[config.mk]
export PLATFORM = sky130hd
export DESIGN_NAME = power_mode_fault_manager
export DESIGN_NICKNAME = d
export VERILOG_FILES = /design/src/rtl/pmfm_pkg.sv /design/src/rtl/pmfm_timer.sv /design/src/rtl/power_mode_fault_manager.sv
export SDC_FILE = /design/constraint.sdc
export NUM_CORES = 1
export LEC_CHECK = 0
export ABC_AREA = 1
export BUFFER_PORTS_ARGS = -buffer_cell sky130_fd_sc_hd__buf_2
export CORE_MARGIN = 3
export CORE_UTILIZATION = 35
export CTS_CLUSTER_DIAMETER = 30
export DETAILED_ROUTE_END_ITERATION = 16
export HOLD_SLACK_MARGIN = 0.1
export SETUP_SLACK_MARGIN = 0.1
export SLEW_MARGIN = 20
export SYNTH_ARGS = -nofsm -noshare
export SYNTH_HDL_FRONTEND = slang
export SYNTH_SLANG_ARGS = --single-unit
[constraint.sdc]
create_clock -name core_clk -period 2.21 [get_ports core_clk]
set_input_delay 0.442 -clock core_clk [delete_from_list [all_inputs] [get_ports core_clk]]
set_output_delay 0.442 -clock core_clk [all_outputs]
set_load 0.01 [all_outputs]
[src/rtl/pmfm_pkg.sv]
package pmfm_pkg;
    // core clock rate and derived timing
    localparam int CLK_HZ = 40000000;
    localparam int SHORT_DEGLITCH_US = 250;
    localparam int SHORT_RECOVERY_S = 2;
    localparam int OVP_RELEASE_US = 32;
    localparam int ALERT_PULSE_US = 128;
    localparam int MONITOR_WAIT_MS = 2;
    localparam int HOST_READY_MS = 5;
    localparam int UV_DEGLITCH_US = 32;
    localparam int SHORT_DEGLITCH_CYC = SHORT_DEGLITCH_US * (CLK_HZ / 1000000);
    localparam int SHORT_RECOVERY_CYC = SHORT_RECOVERY_S * CLK_HZ;
    localparam int OVP_RELEASE_CYC = OVP_RELEASE_US * (CLK_HZ / 1000000);
    localparam int ALERT_PULSE_CYC = ALERT_PULSE_US * (CLK_HZ / 1000000);
    localparam int MONITOR_WAIT_CYC = MONITOR_WAIT_MS * (CLK_HZ / 1000);
    localparam int HOST_READY_CYC = HOST_READY_MS * (CLK_HZ / 1000);
    localparam int UV_DEGLITCH_CYC = UV_DEGLITCH_US * (CLK_HZ / 1000000);
    localparam int TMR_W = 27;

    // battery monitor code: 60% to 100% in 2% steps, 21 codes
    localparam int MON_PCT_MIN = 60;
    localparam int MON_PCT_MAX = 100;
    localparam int MON_PCT_STEP = 2;
    localparam logic [4:0] MON_CODE_MAX = 5'h14;
    // power limit loop: 4.2 V to 4.9 V in 100 mV steps, code 0 = 4.2 V
    localparam logic [2:0] LIMIT_CODE_MAX = 3'h7;

    // fault bit positions
    localparam int FLT_SLEEP = 0;
    localparam int FLT_OVP = 1;
    localparam int FLT_UV = 2;
    localparam int FLT_W = 3;

    typedef enum logic [6:0] {
        PMFM_SHIP = 7'h01,
        PMFM_HIZ = 7'h02,
        PMFM_ACTBAT = 7'h04,
        PMFM_CHARGE = 7'h08,
        PMFM_SLEEP = 7'h10,
        PMFM_OVP = 7'h20,
        PMFM_NOCHG = 7'h40
    } pmfm_mode_e;

    // analog comparator results
    typedef struct packed {
        logic inAboveLockout; // input above undervoltage lockout
        logic inAboveSleep; // input above battery plus sleep offset
        logic inOverVoltage; // input above overvoltage level
        logic batAboveUvlo; // battery above programmed threshold
        logic batAboveUvloHyst; // battery above threshold plus hysteresis
        logic batAboveMaxUvlo; // battery above highest selectable threshold
        logic batAboveMinUvlo; // battery above lowest selectable threshold
        logic shortCircuit; // discharge current limit reached
        logic limitLoopHit; // input at power limit threshold
        logic sysInRegulation; // system rail at programmed level
    } pmfm_analog_s;

    // host control bits
    typedef struct packed {
        logic shipEntryRequest;
        logic highImpedanceRequest;
        logic chargeEnable;
        logic loadSwitchEnable;
        logic batteryMonitorTrigger;
        logic limitLoopDisable;
        logic [2:0] limitLoopCode;
        logic doubleTimer;
        logic faultRead;
    } pmfm_ctrl_s;
endpackage

[src/rtl/pmfm_timer.sv]
`timescale 1ns/10ps
// level qualifier: done after LIMIT cycles held
module pmfm_timer #(
    parameter int LIMIT = 16
) (
    input wire logic core_clk, // core clock
    input wire logic arst_n, // async reset, active low
    input wire logic run, // level to qualify
    output logic done // held long enough
);
    import pmfm_pkg::*;
    logic [TMR_W-1:0] count;
    localparam logic [TMR_W-1:0] LIM = LIMIT[TMR_W-1:0];

    // saturates so done holds with run
    always_ff @(posedge core_clk or negedge arst_n) begin
        if (!arst_n) begin
            count <= '0;
        end else if (!run) begin
            count <= '0;
        end else if (count != LIM) begin
            count <= count + 1'b1;
        end
    end

    assign done = run && (count == LIM);
endmodule

[src/rtl/power_mode_fault_manager.sv]
`timescale 1ns/10ps
module power_mode_fault_manager #(
    parameter int SHORT_RECOVERY = pmfm_pkg::SHORT_RECOVERY_CYC, // retry wait
    parameter int HOST_READY = pmfm_pkg::HOST_READY_CYC, // host enable delay
    parameter int MONITOR_WAIT = pmfm_pkg::MONITOR_WAIT_CYC // monitor settle
) (
    input wire logic core_clk, // core clock, 40 MHz
    input wire logic arst_n, // async reset, active low
    input wire pmfm_pkg::pmfm_analog_s analog, // comparator results
    input wire pmfm_pkg::pmfm_ctrl_s ctrl, // host control bits
    input wire logic charge_disable_pin, // charge disable pin
    input wire logic pushbutton_input, // pushbutton, high while pressed
    input wire logic load_switch_control_pin, // load switch pin
    input wire logic [4:0] batteryRatioCode, // battery vs regulation, 2% code
    output pmfm_pkg::pmfm_mode_e mode, // current operating mode
    output logic dischargeSwitchOn, // battery discharge switch
    output logic chargeEnabled, // charger enabled
    output logic systemRailOn, // system rail output on
    output logic load_switch_output, // load switch output on
    output logic hostLinkEnable, // serial host link usable
    output logic hostInterfacesActive, // host pins active
    output logic alertPulse, // alert output level
    output logic [pmfm_pkg::FLT_W-1:0] faultBits, // sticky fault bits
    output logic limitLoopStatus, // power limit loop active
    output logic terminationDisable, // charge termination blocked
    output logic safetyTimerExtend, // safety timer slowed
    output logic [2:0] limitLoopThreshold, // applied threshold code
    output logic [4:0] battery_monitor_result, // latched monitor code
    output logic monitorBusy // reading in progress
);
    import pmfm_pkg::*;

    pmfm_mode_e next_mode;
    logic inValid;
    logic wasPressed;
    logic shipArmed;
    logic cdPrev;
    logic shortQual;
    logic ovpReleased;
    logic uvQual;
    logic uvSeen;
    logic inRecovery;
    logic [TMR_W-1:0] recCount;
    logic batOk;
    logic [TMR_W-1:0] readyCount;
    logic [TMR_W-1:0] alertCount;
    logic alertStart;
    logic [TMR_W-1:0] monCount;
    logic monStart;
    logic [FLT_W-1:0] faultEvent;
    logic [FLT_W-1:0] faultCond;
    logic faultReadSeen;

    assign inValid = analog.inAboveLockout && analog.inAboveSleep && !analog.inOverVoltage;

    // deglitch timers
    pmfm_timer #(.LIMIT(SHORT_DEGLITCH_CYC)) uShort (
        .core_clk(core_clk),
        .arst_n(arst_n),
        .run(analog.shortCircuit && dischargeSwitchOn && !inValid),
        .done(shortQual)
    );
    pmfm_timer #(.LIMIT(OVP_RELEASE_CYC)) uOvp (
        .core_clk(core_clk),
        .arst_n(arst_n),
        .run(mode == PMFM_OVP && !analog.inOverVoltage),
        .done(ovpReleased)
    );
    pmfm_timer #(.LIMIT(UV_DEGLITCH_CYC)) uUv (
        .core_clk(core_clk),
        .arst_n(arst_n),
        .run(!analog.inAboveLockout),
        .done(uvQual)
    );

    // ship request follows the host bit
    always_ff @(posedge core_clk or negedge arst_n) begin
        if (!arst_n) begin
            shipArmed <= 1'b0;
        end else begin
            shipArmed <= ctrl.shipEntryRequest;
        end
    end

    // raw button edge, no debounce
    always_ff @(posedge core_clk or negedge arst_n) begin
        if (!arst_n) begin
            wasPressed <= 1'b0;
            cdPrev <= 1'b0;
        end else begin
            wasPressed <= pushbutton_input;
            cdPrev <= charge_disable_pin;
        end
    end

    // mode selection
    always_comb begin
        next_mode = mode;
        case (mode)
            PMFM_SHIP: begin
                // lockout, raw button release and highest battery threshold matter
                if (analog.inAboveLockout) begin
                    next_mode = PMFM_CHARGE;
                end else if (wasPressed && !pushbutton_input && analog.batAboveMaxUvlo) begin
                    next_mode = PMFM_ACTBAT;
                end
            end
            PMFM_OVP: begin
                if (ovpReleased) begin
                    next_mode = PMFM_CHARGE;
                end
            end
            default: begin
                if (analog.inOverVoltage) begin
                    next_mode = PMFM_OVP;
                end else if (!analog.inAboveLockout) begin
                    if (shipArmed && charge_disable_pin) begin
                        next_mode = PMFM_SHIP;
                    end else if (!charge_disable_pin || ctrl.highImpedanceRequest) begin
                        next_mode = PMFM_HIZ;
                    end else begin
                        next_mode = PMFM_ACTBAT;
                    end
                    // pin rising edge leaves quiet state
                    if (mode == PMFM_HIZ && charge_disable_pin && !cdPrev) begin
                        next_mode = PMFM_ACTBAT;
                    end
                end else if (!analog.inAboveSleep) begin
                    next_mode = PMFM_SLEEP;
                end else if (charge_disable_pin || !ctrl.chargeEnable) begin
                    next_mode = PMFM_NOCHG;
                end else begin
                    next_mode = PMFM_CHARGE;
                end
            end
        endcase
    end

    always_ff @(posedge core_clk or negedge arst_n) begin
        if (!arst_n) begin
            mode <= PMFM_ACTBAT;
        end else begin
            mode <= next_mode;
        end
    end

    // short circuit recovery interval
    always_ff @(posedge core_clk or negedge arst_n) begin
        if (!arst_n) begin
            inRecovery <= 1'b0;
            recCount <= '0;
        end else if (inRecovery) begin
            if (recCount == SHORT_RECOVERY[TMR_W-1:0] - 1'b1) begin
                inRecovery <= 1'b0;
            end
            recCount <= recCount + 1'b1;
        end else if (shortQual) begin
            inRecovery <= 1'b1;
            recCount <= '0;
        end
    end

    // battery undervoltage with hysteresis
    always_ff @(posedge core_clk or negedge arst_n) begin
        if (!arst_n) begin
            batOk <= 1'b0;
        end else if (!analog.batAboveUvlo) begin
            batOk <= 1'b0;
        end else if (analog.batAboveUvloHyst) begin
            batOk <= 1'b1;
        end
    end

    // discharge switch and charger enables
    always_ff @(posedge core_clk or negedge arst_n) begin
        if (!arst_n) begin
            dischargeSwitchOn <= 1'b0;
            chargeEnabled <= 1'b0;
            systemRailOn <= 1'b0;
        end else begin
            chargeEnabled <= (next_mode == PMFM_CHARGE);
            systemRailOn <= (next_mode != PMFM_SHIP);
            case (next_mode)
                PMFM_SHIP: dischargeSwitchOn <= 1'b0;
                PMFM_SLEEP, PMFM_OVP: dischargeSwitchOn <= !inRecovery;
                PMFM_CHARGE, PMFM_NOCHG: begin
                    // supplement kept above lowest level
                    dischargeSwitchOn <= analog.batAboveMinUvlo && !inRecovery;
                end
                default: dischargeSwitchOn <= batOk && !inRecovery && !shortQual;
            endcase
        end
    end

    // pin or host enable, kept in high impedance
    always_ff @(posedge core_clk or negedge arst_n) begin
        if (!arst_n) begin
            load_switch_output <= 1'b0;
        end else begin
            load_switch_output <= (mode != PMFM_SHIP) &&
                (ctrl.loadSwitchEnable || load_switch_control_pin);
        end
    end

    // link off on quiet request; pin toggle restores
    always_ff @(posedge core_clk or negedge arst_n) begin
        if (!arst_n) begin
            hostLinkEnable <= 1'b1;
        end else if (mode == PMFM_SHIP) begin
            hostLinkEnable <= 1'b0;
        end else if (charge_disable_pin != cdPrev) begin
            hostLinkEnable <= 1'b1;
        end else if (ctrl.highImpedanceRequest && !analog.inAboveLockout) begin
            hostLinkEnable <= 1'b0;
        end else if (mode != PMFM_HIZ) begin
            hostLinkEnable <= 1'b1;
        end
    end

    // host pins up once rail has held
    always_ff @(posedge core_clk or negedge arst_n) begin
        if (!arst_n) begin
            readyCount <= '0;
            hostInterfacesActive <= 1'b0;
        end else if (!analog.sysInRegulation) begin
            readyCount <= '0;
            hostInterfacesActive <= 1'b0;
        end else if (readyCount == HOST_READY[TMR_W-1:0] - 1'b1) begin
            hostInterfacesActive <= 1'b1;
        end else begin
            readyCount <= readyCount + 1'b1;
        end
    end

    // undervoltage seen once per drop
    always_ff @(posedge core_clk or negedge arst_n) begin
        if (!arst_n) begin
            uvSeen <= 1'b0;
        end else begin
            uvSeen <= uvQual;
        end
    end

    always_comb begin
        faultEvent = '0;
        faultEvent[FLT_SLEEP] = (next_mode == PMFM_SLEEP) && (mode != PMFM_SLEEP);
        faultEvent[FLT_OVP] = (next_mode == PMFM_OVP) && (mode != PMFM_OVP);
        faultEvent[FLT_UV] = uvQual && !uvSeen && (mode != PMFM_SHIP);
        faultCond = '0;
        faultCond[FLT_SLEEP] = (mode == PMFM_SLEEP);
        faultCond[FLT_OVP] = (mode == PMFM_OVP);
        faultCond[FLT_UV] = !analog.inAboveLockout;
    end

    assign alertStart = |faultEvent;

    // read remembered; new fault event clears it, winning over a read
    always_ff @(posedge core_clk or negedge arst_n) begin
        if (!arst_n) begin
            faultReadSeen <= 1'b0;
        end else if (alertStart) begin
            faultReadSeen <= 1'b0;
        end else if (ctrl.faultRead) begin
            faultReadSeen <= 1'b1;
        end else if (faultBits == '0) begin
            faultReadSeen <= 1'b0;
        end
    end

    // per-bit sticky fault
    always_ff @(posedge core_clk or negedge arst_n) begin
        if (!arst_n) begin
            faultBits <= '0;
        end else begin
            for (int i = 0; i < FLT_W; i++) begin
                if (faultEvent[i]) begin
                    faultBits[i] <= 1'b1;
                end else if ((faultReadSeen || ctrl.faultRead) && !faultCond[i]) begin
                    faultBits[i] <= 1'b0;
                end
            end
        end
    end

    // fixed alert pulse; new event restarts it
    always_ff @(posedge core_clk or negedge arst_n) begin
        if (!arst_n) begin
            alertCount <= '0;
            alertPulse <= 1'b0;
        end else if (alertStart) begin
            alertCount <= '0;
            alertPulse <= 1'b1;
        end else if (alertPulse) begin
            if (alertCount == ALERT_PULSE_CYC[TMR_W-1:0] - 1'b1) begin
                alertPulse <= 1'b0;
            end
            alertCount <= alertCount + 1'b1;
        end
    end

    // power limit loop status and side effects
    always_ff @(posedge core_clk or negedge arst_n) begin
        if (!arst_n) begin
            limitLoopStatus <= 1'b0;
            terminationDisable <= 1'b0;
            safetyTimerExtend <= 1'b0;
            limitLoopThreshold <= '0;
        end else begin
            limitLoopThreshold <= (ctrl.limitLoopCode > LIMIT_CODE_MAX) ?
                LIMIT_CODE_MAX : ctrl.limitLoopCode;
            limitLoopStatus <= !ctrl.limitLoopDisable && analog.limitLoopHit &&
                chargeEnabled;
            terminationDisable <= !ctrl.limitLoopDisable && analog.limitLoopHit;
            safetyTimerExtend <= !ctrl.limitLoopDisable && analog.limitLoopHit &&
                ctrl.doubleTimer;
        end
    end

    // monitor: host trigger or high impedance entry
    assign monStart = (ctrl.batteryMonitorTrigger ||
        (next_mode == PMFM_HIZ && mode != PMFM_HIZ)) && !monitorBusy;

    always_ff @(posedge core_clk or negedge arst_n) begin
        if (!arst_n) begin
            monitorBusy <= 1'b0;
            monCount <= '0;
            battery_monitor_result <= '0;
        end else if (monStart) begin
            monitorBusy <= 1'b1;
            monCount <= '0;
        end else if (monitorBusy) begin
            monCount <= monCount + 1'b1;
            if (monCount == MONITOR_WAIT[TMR_W-1:0] - 1'b1) begin
                monitorBusy <= 1'b0;
                // code k means (60 + 2k)% of regulation voltage
                battery_monitor_result <= (batteryRatioCode > MON_CODE_MAX) ?
                    MON_CODE_MAX : batteryRatioCode;
            end
        end
    end
endmodule

==> results.py <==
metrics = {
    "route": {
        "routedWlPerCell_um": 13.7,
        "viasPerCell": 4.95,
        "dr.pass1.iters": 5,
        "ant_nets": 0,
        "num_vias": 11500,
        "drc_errors": 0,
        "drt_wl_total_um": 31900,
        "drt-initial-drc-count": 719,
    },
    "floorplan": {
        "start_util_pct": 35.5,
        "io-pin-count": 60,
        "die_area_mm2": 0.0385,
        "coreArea_mm2": 0.0357,
        "core.rowCount": 69,
        "die_h_um": 196,
        "die_w_um": 196,
    },
    "critical_path": {
        "cp.arrival_ps": 2430,
        "ff2ff_setup_slack_ps": 220,
        "rr_startpoint": "mode[2]$_DFF_PN1_",
        "r2r_cells": 12,
        "worstPathRequired_ps": 2650,
        "timing.critical_path.to_type": "flop",
        "crit_path_max_fanout": 21,
        "path_class": "flop to flop",
        "timing.rr.end": "monCount[11]$_DFFE_PN0P_",
        "start_kind": "flop",
    },
    "yosys": {
        "synthCells": 1687,
        "synth_edf_count": 0,
        "synth_area_per_cell_um2": 7.51,
        "ys_seq_area_share_pct": 44.5,
        "synth_area_mm2": 0.0127,
        "syn_nets": 1728,
        "ys.flop_type": "dfrtp_1",
        "yosysWarnings": 0,
        "synthTopCellsByArea": "dfrtp_1 (44%), nand2_1 (10%), nor2_1 (6.6%), nand3_1 (6.1%), inv_1 (6.1%)",
        "yosys.area.top_type": "dfrtp_1",
        "async_reset_ff_share_pct": 100,
        "netlist.area_leader.share_pct": 44.0,
        "ys_types": 55,
        "synth-seq-cells": 225,
    },
    "grt": {
        "antenna_found_initial": 0,
        "overflow": 0,
        "grt_first_pass_wirelength_um": 54800,
        "grt_max_degree": 47,
        "grt_pass1_vias": 11300,
        "grt_usage_pct": 16.9,
    },
    "hold_path": {
        "holdPathEnd": "battery_monitor_result[0]$_DFFE_PN0P_",
        "min-delay-start": "batteryRatioCode[0]",
        "min_path_cells": 3,
        "hp-class": "input port to flop",
    },
    "pwr": {
        "p_leak_nw": 7.12,
        "ir_worst_vdd_v": 0.000683,
        "p_per_area_mw_per_mm2": 888,
    },
    "layout": {
        "fill_cells": 3526,
        "final_area_mm2": 0.0159,
        "final_cell_mix": "nand2_1 (346), dfrtp_1 (223), nor2_1 (222)",
        "mostFrequentLayoutCell": "nand2_1",
        "antenna_cells": 0,
        "area_growth_syn_to_layout_pct": 25.5,
        "final_cell_count_no_fill": 2325,
        "drive_gt1_share_pct": 12.6,
        "nNetsFinal": 1856,
    },
    "sta": {
        "max_slew.worst_pin.slew_ps": 772,
        "slew_headroom_pct": 48.1,
        "slew_violations": 0,
        "post-route-period-util_pct": 89.9,
        "setup_violations": 0,
        "setup_tns_ps": 0,
        "max_freq_mhz": 503,
        "skew_ps": 34.5,
        "finalHoldViolCount": 0,
        "grt_setup_unrepaired": "true",
        "post-route-min-period_ps": 1990,
    },
    "run_status": {
        "status": "completed",
    },
    "cts": {
        "clkTransAtPathRegs_ps": 50,
        "htreeDepth": 2,
        "clockBufferDepth": 3,
        "cts.sinks": 225,
        "cts-root-buf": "clkbuf_16",
        "cts_buffers": 59,
        "worst_skew_pair.late_latency_ps": 590,
        "cts_tree": "built",
    },
    "placed_design": {
        "dp.cells": 2197,
        "finalWeightedCongestion": 0.906,
        "placedInstanceArea_mm2": 0.0136,
        "io_buffers": 59,
        "dp_hpwl_um": 22800,
    },
    "run": {
        "cap_violations": 0,
    },
}
==> worst max-delay path, cell delays in order (launching register included) <==
cell and delay, ps:
dfstp_2 540, nor2_2 50, inv_1 70, nor2_1 50, nand2_2 150, nand3_1 150, nor2_1 180, nand2_2 140
nand2_1 90, nand2_1 60, buf_6 170, inv_1 110, o21ai_0 80
==> final cells by class <==
class / instances / area (um2) / area share (%)
clock buffers: 80 / 1640 / 10.3
clock inverters: 30 / 469 / 2.95
well taps: 461 / 577 / 3.63
inverters: 210 / 792 / 4.98
flip-flops and latches: 225 / 5630 / 35.4
repair buffers: 95 / 657 / 4.13
multi-input cells: 1224 / 6140 / 38.6
==> cell usage after synthesis (2+ instances only) <==
cell,count
nor3_2,10
nand3_1,155
a21o_1,2
o21ai_0,73
buf_2,8
or2_2,8
nor3b_1,10
or2_0,4
nor3_1,86
o31ai_1,4
nor3_4,2
xnor2_1,13
and3_1,3
inv_1,206
nand4_2,2
clkbuf_1,14
nand3b_1,15
nand2_1,348
nor2_1,223
a2bb2oi_1,3
nor2_2,15
nor4_1,29
buf_4,2
buf_1,2
xor2_1,38
buf_6,2
nand2_2,3
nand4_1,58
o211ai_1,3
nand3_2,3
ha_1,10
dfstp_2,2
and2_1,3
o21ai_1,3
or2_1,2
o22ai_1,2
dfrtp_1,223
inv_2,3
a21oi_1,74
a31oi_1,4
o21a_1,3
==> registers in the layout (all words and copies together) (netlist names), 5 cells and up <==
register,flops
uOvp.count,27
battery_monitor_result,5
monCount,27
recCount,27
mode,7
uShort.count,27
alertCount,27
readyCount,27
uUv.count,27
==> how the worst max path moves through the flow <==
stage / cells past startpoint / end / slack [ps] / from
floorplan: 12 / monCount[10]$_DFFE_PN0P_ / 570 / mode[2]$_DFF_PN1_
global placement: 8 / battery_monitor_result[2]$_DFFE_PN0P_ / 280 / monCount[0]$_DFFE_PN0P_
detailed placement: 10 / monCount[11]$_DFFE_PN0P_ / 180 / mode[4]$_DFF_PN0_
CTS: 10 / monCount[11]$_DFFE_PN0P_ / 170 / mode[4]$_DFF_PN0_
global route: 12 / monCount[11]$_DFFE_PN0P_ / 50 / mode[2]$_DFF_PN1_
finish: 12 / monCount[11]$_DFFE_PN0P_ / 220 / mode[2]$_DFF_PN1_
==> cell families after synthesis <==
family          share of synthesized area [%]
simple gates                             36.1
buf+inv                                  7.31
flops                                    44.5
compound gates                           7.65
xor+xnor                                 3.53
fa+ha+maj                               0.988
==> metrics by stage <==
| step | hold WS, ps | utilization, % | setup WS (ps) | power [mW] |
|---|---|---|---|---|
| final | 130 | 44.6 | 223 | 14.1 |
| after global routing | 128 | 44.6 | 51.1 | 14.7 |
| after CTS | 107 | 44.5 | 171 | 14.3 |
| after detailed placement | 369 | 38.1 | 182 | 5.17 |
| after global placement | 369 | 38.1 | 284 | 5.16 |
| after floorplan | 146 | - | 574 | 4.84 |
==> power by group <==
| part | internal (mW) | total (mW) | switching [mW] | leakage [nW] |
|---|---|---|---|---|
| Sequential | 4.24 | 4.34 | 0.102 | 2.97 |
| Combinational | 0.289 | 0.836 | 0.547 | 3.12 |
| Clock | 6.40 | 8.94 | 2.54 | 1.03 |
==> routing by layer <==
layer / track usage [%] / part of all wire (%) / routed length, um / vias to the layer above
met5: 0 / 0 / 0 / -
met3: 3.43 / 4.5 / 1430 / 49
met1: 22.6 / 47 / 15100 / 5365
met4: 6.42 / 2.4 / 757 / 0
li1: - / - / - / 5870
met2: 27.2 / 46 / 14600 / 228
==> repair_timing <==
| action | in CTS | in global routing |
|---|---|---|
| resized for setup | 0 | 9 |
| buffers inserted | 0 | 2 |
| hold endpoints to repair | 84 | 0 |
| hold buffers | 16 | 0 |
| endpoints found under the setup margin | 0 | 25 |
Note: power is estimated with default switching activity, not from simulation.
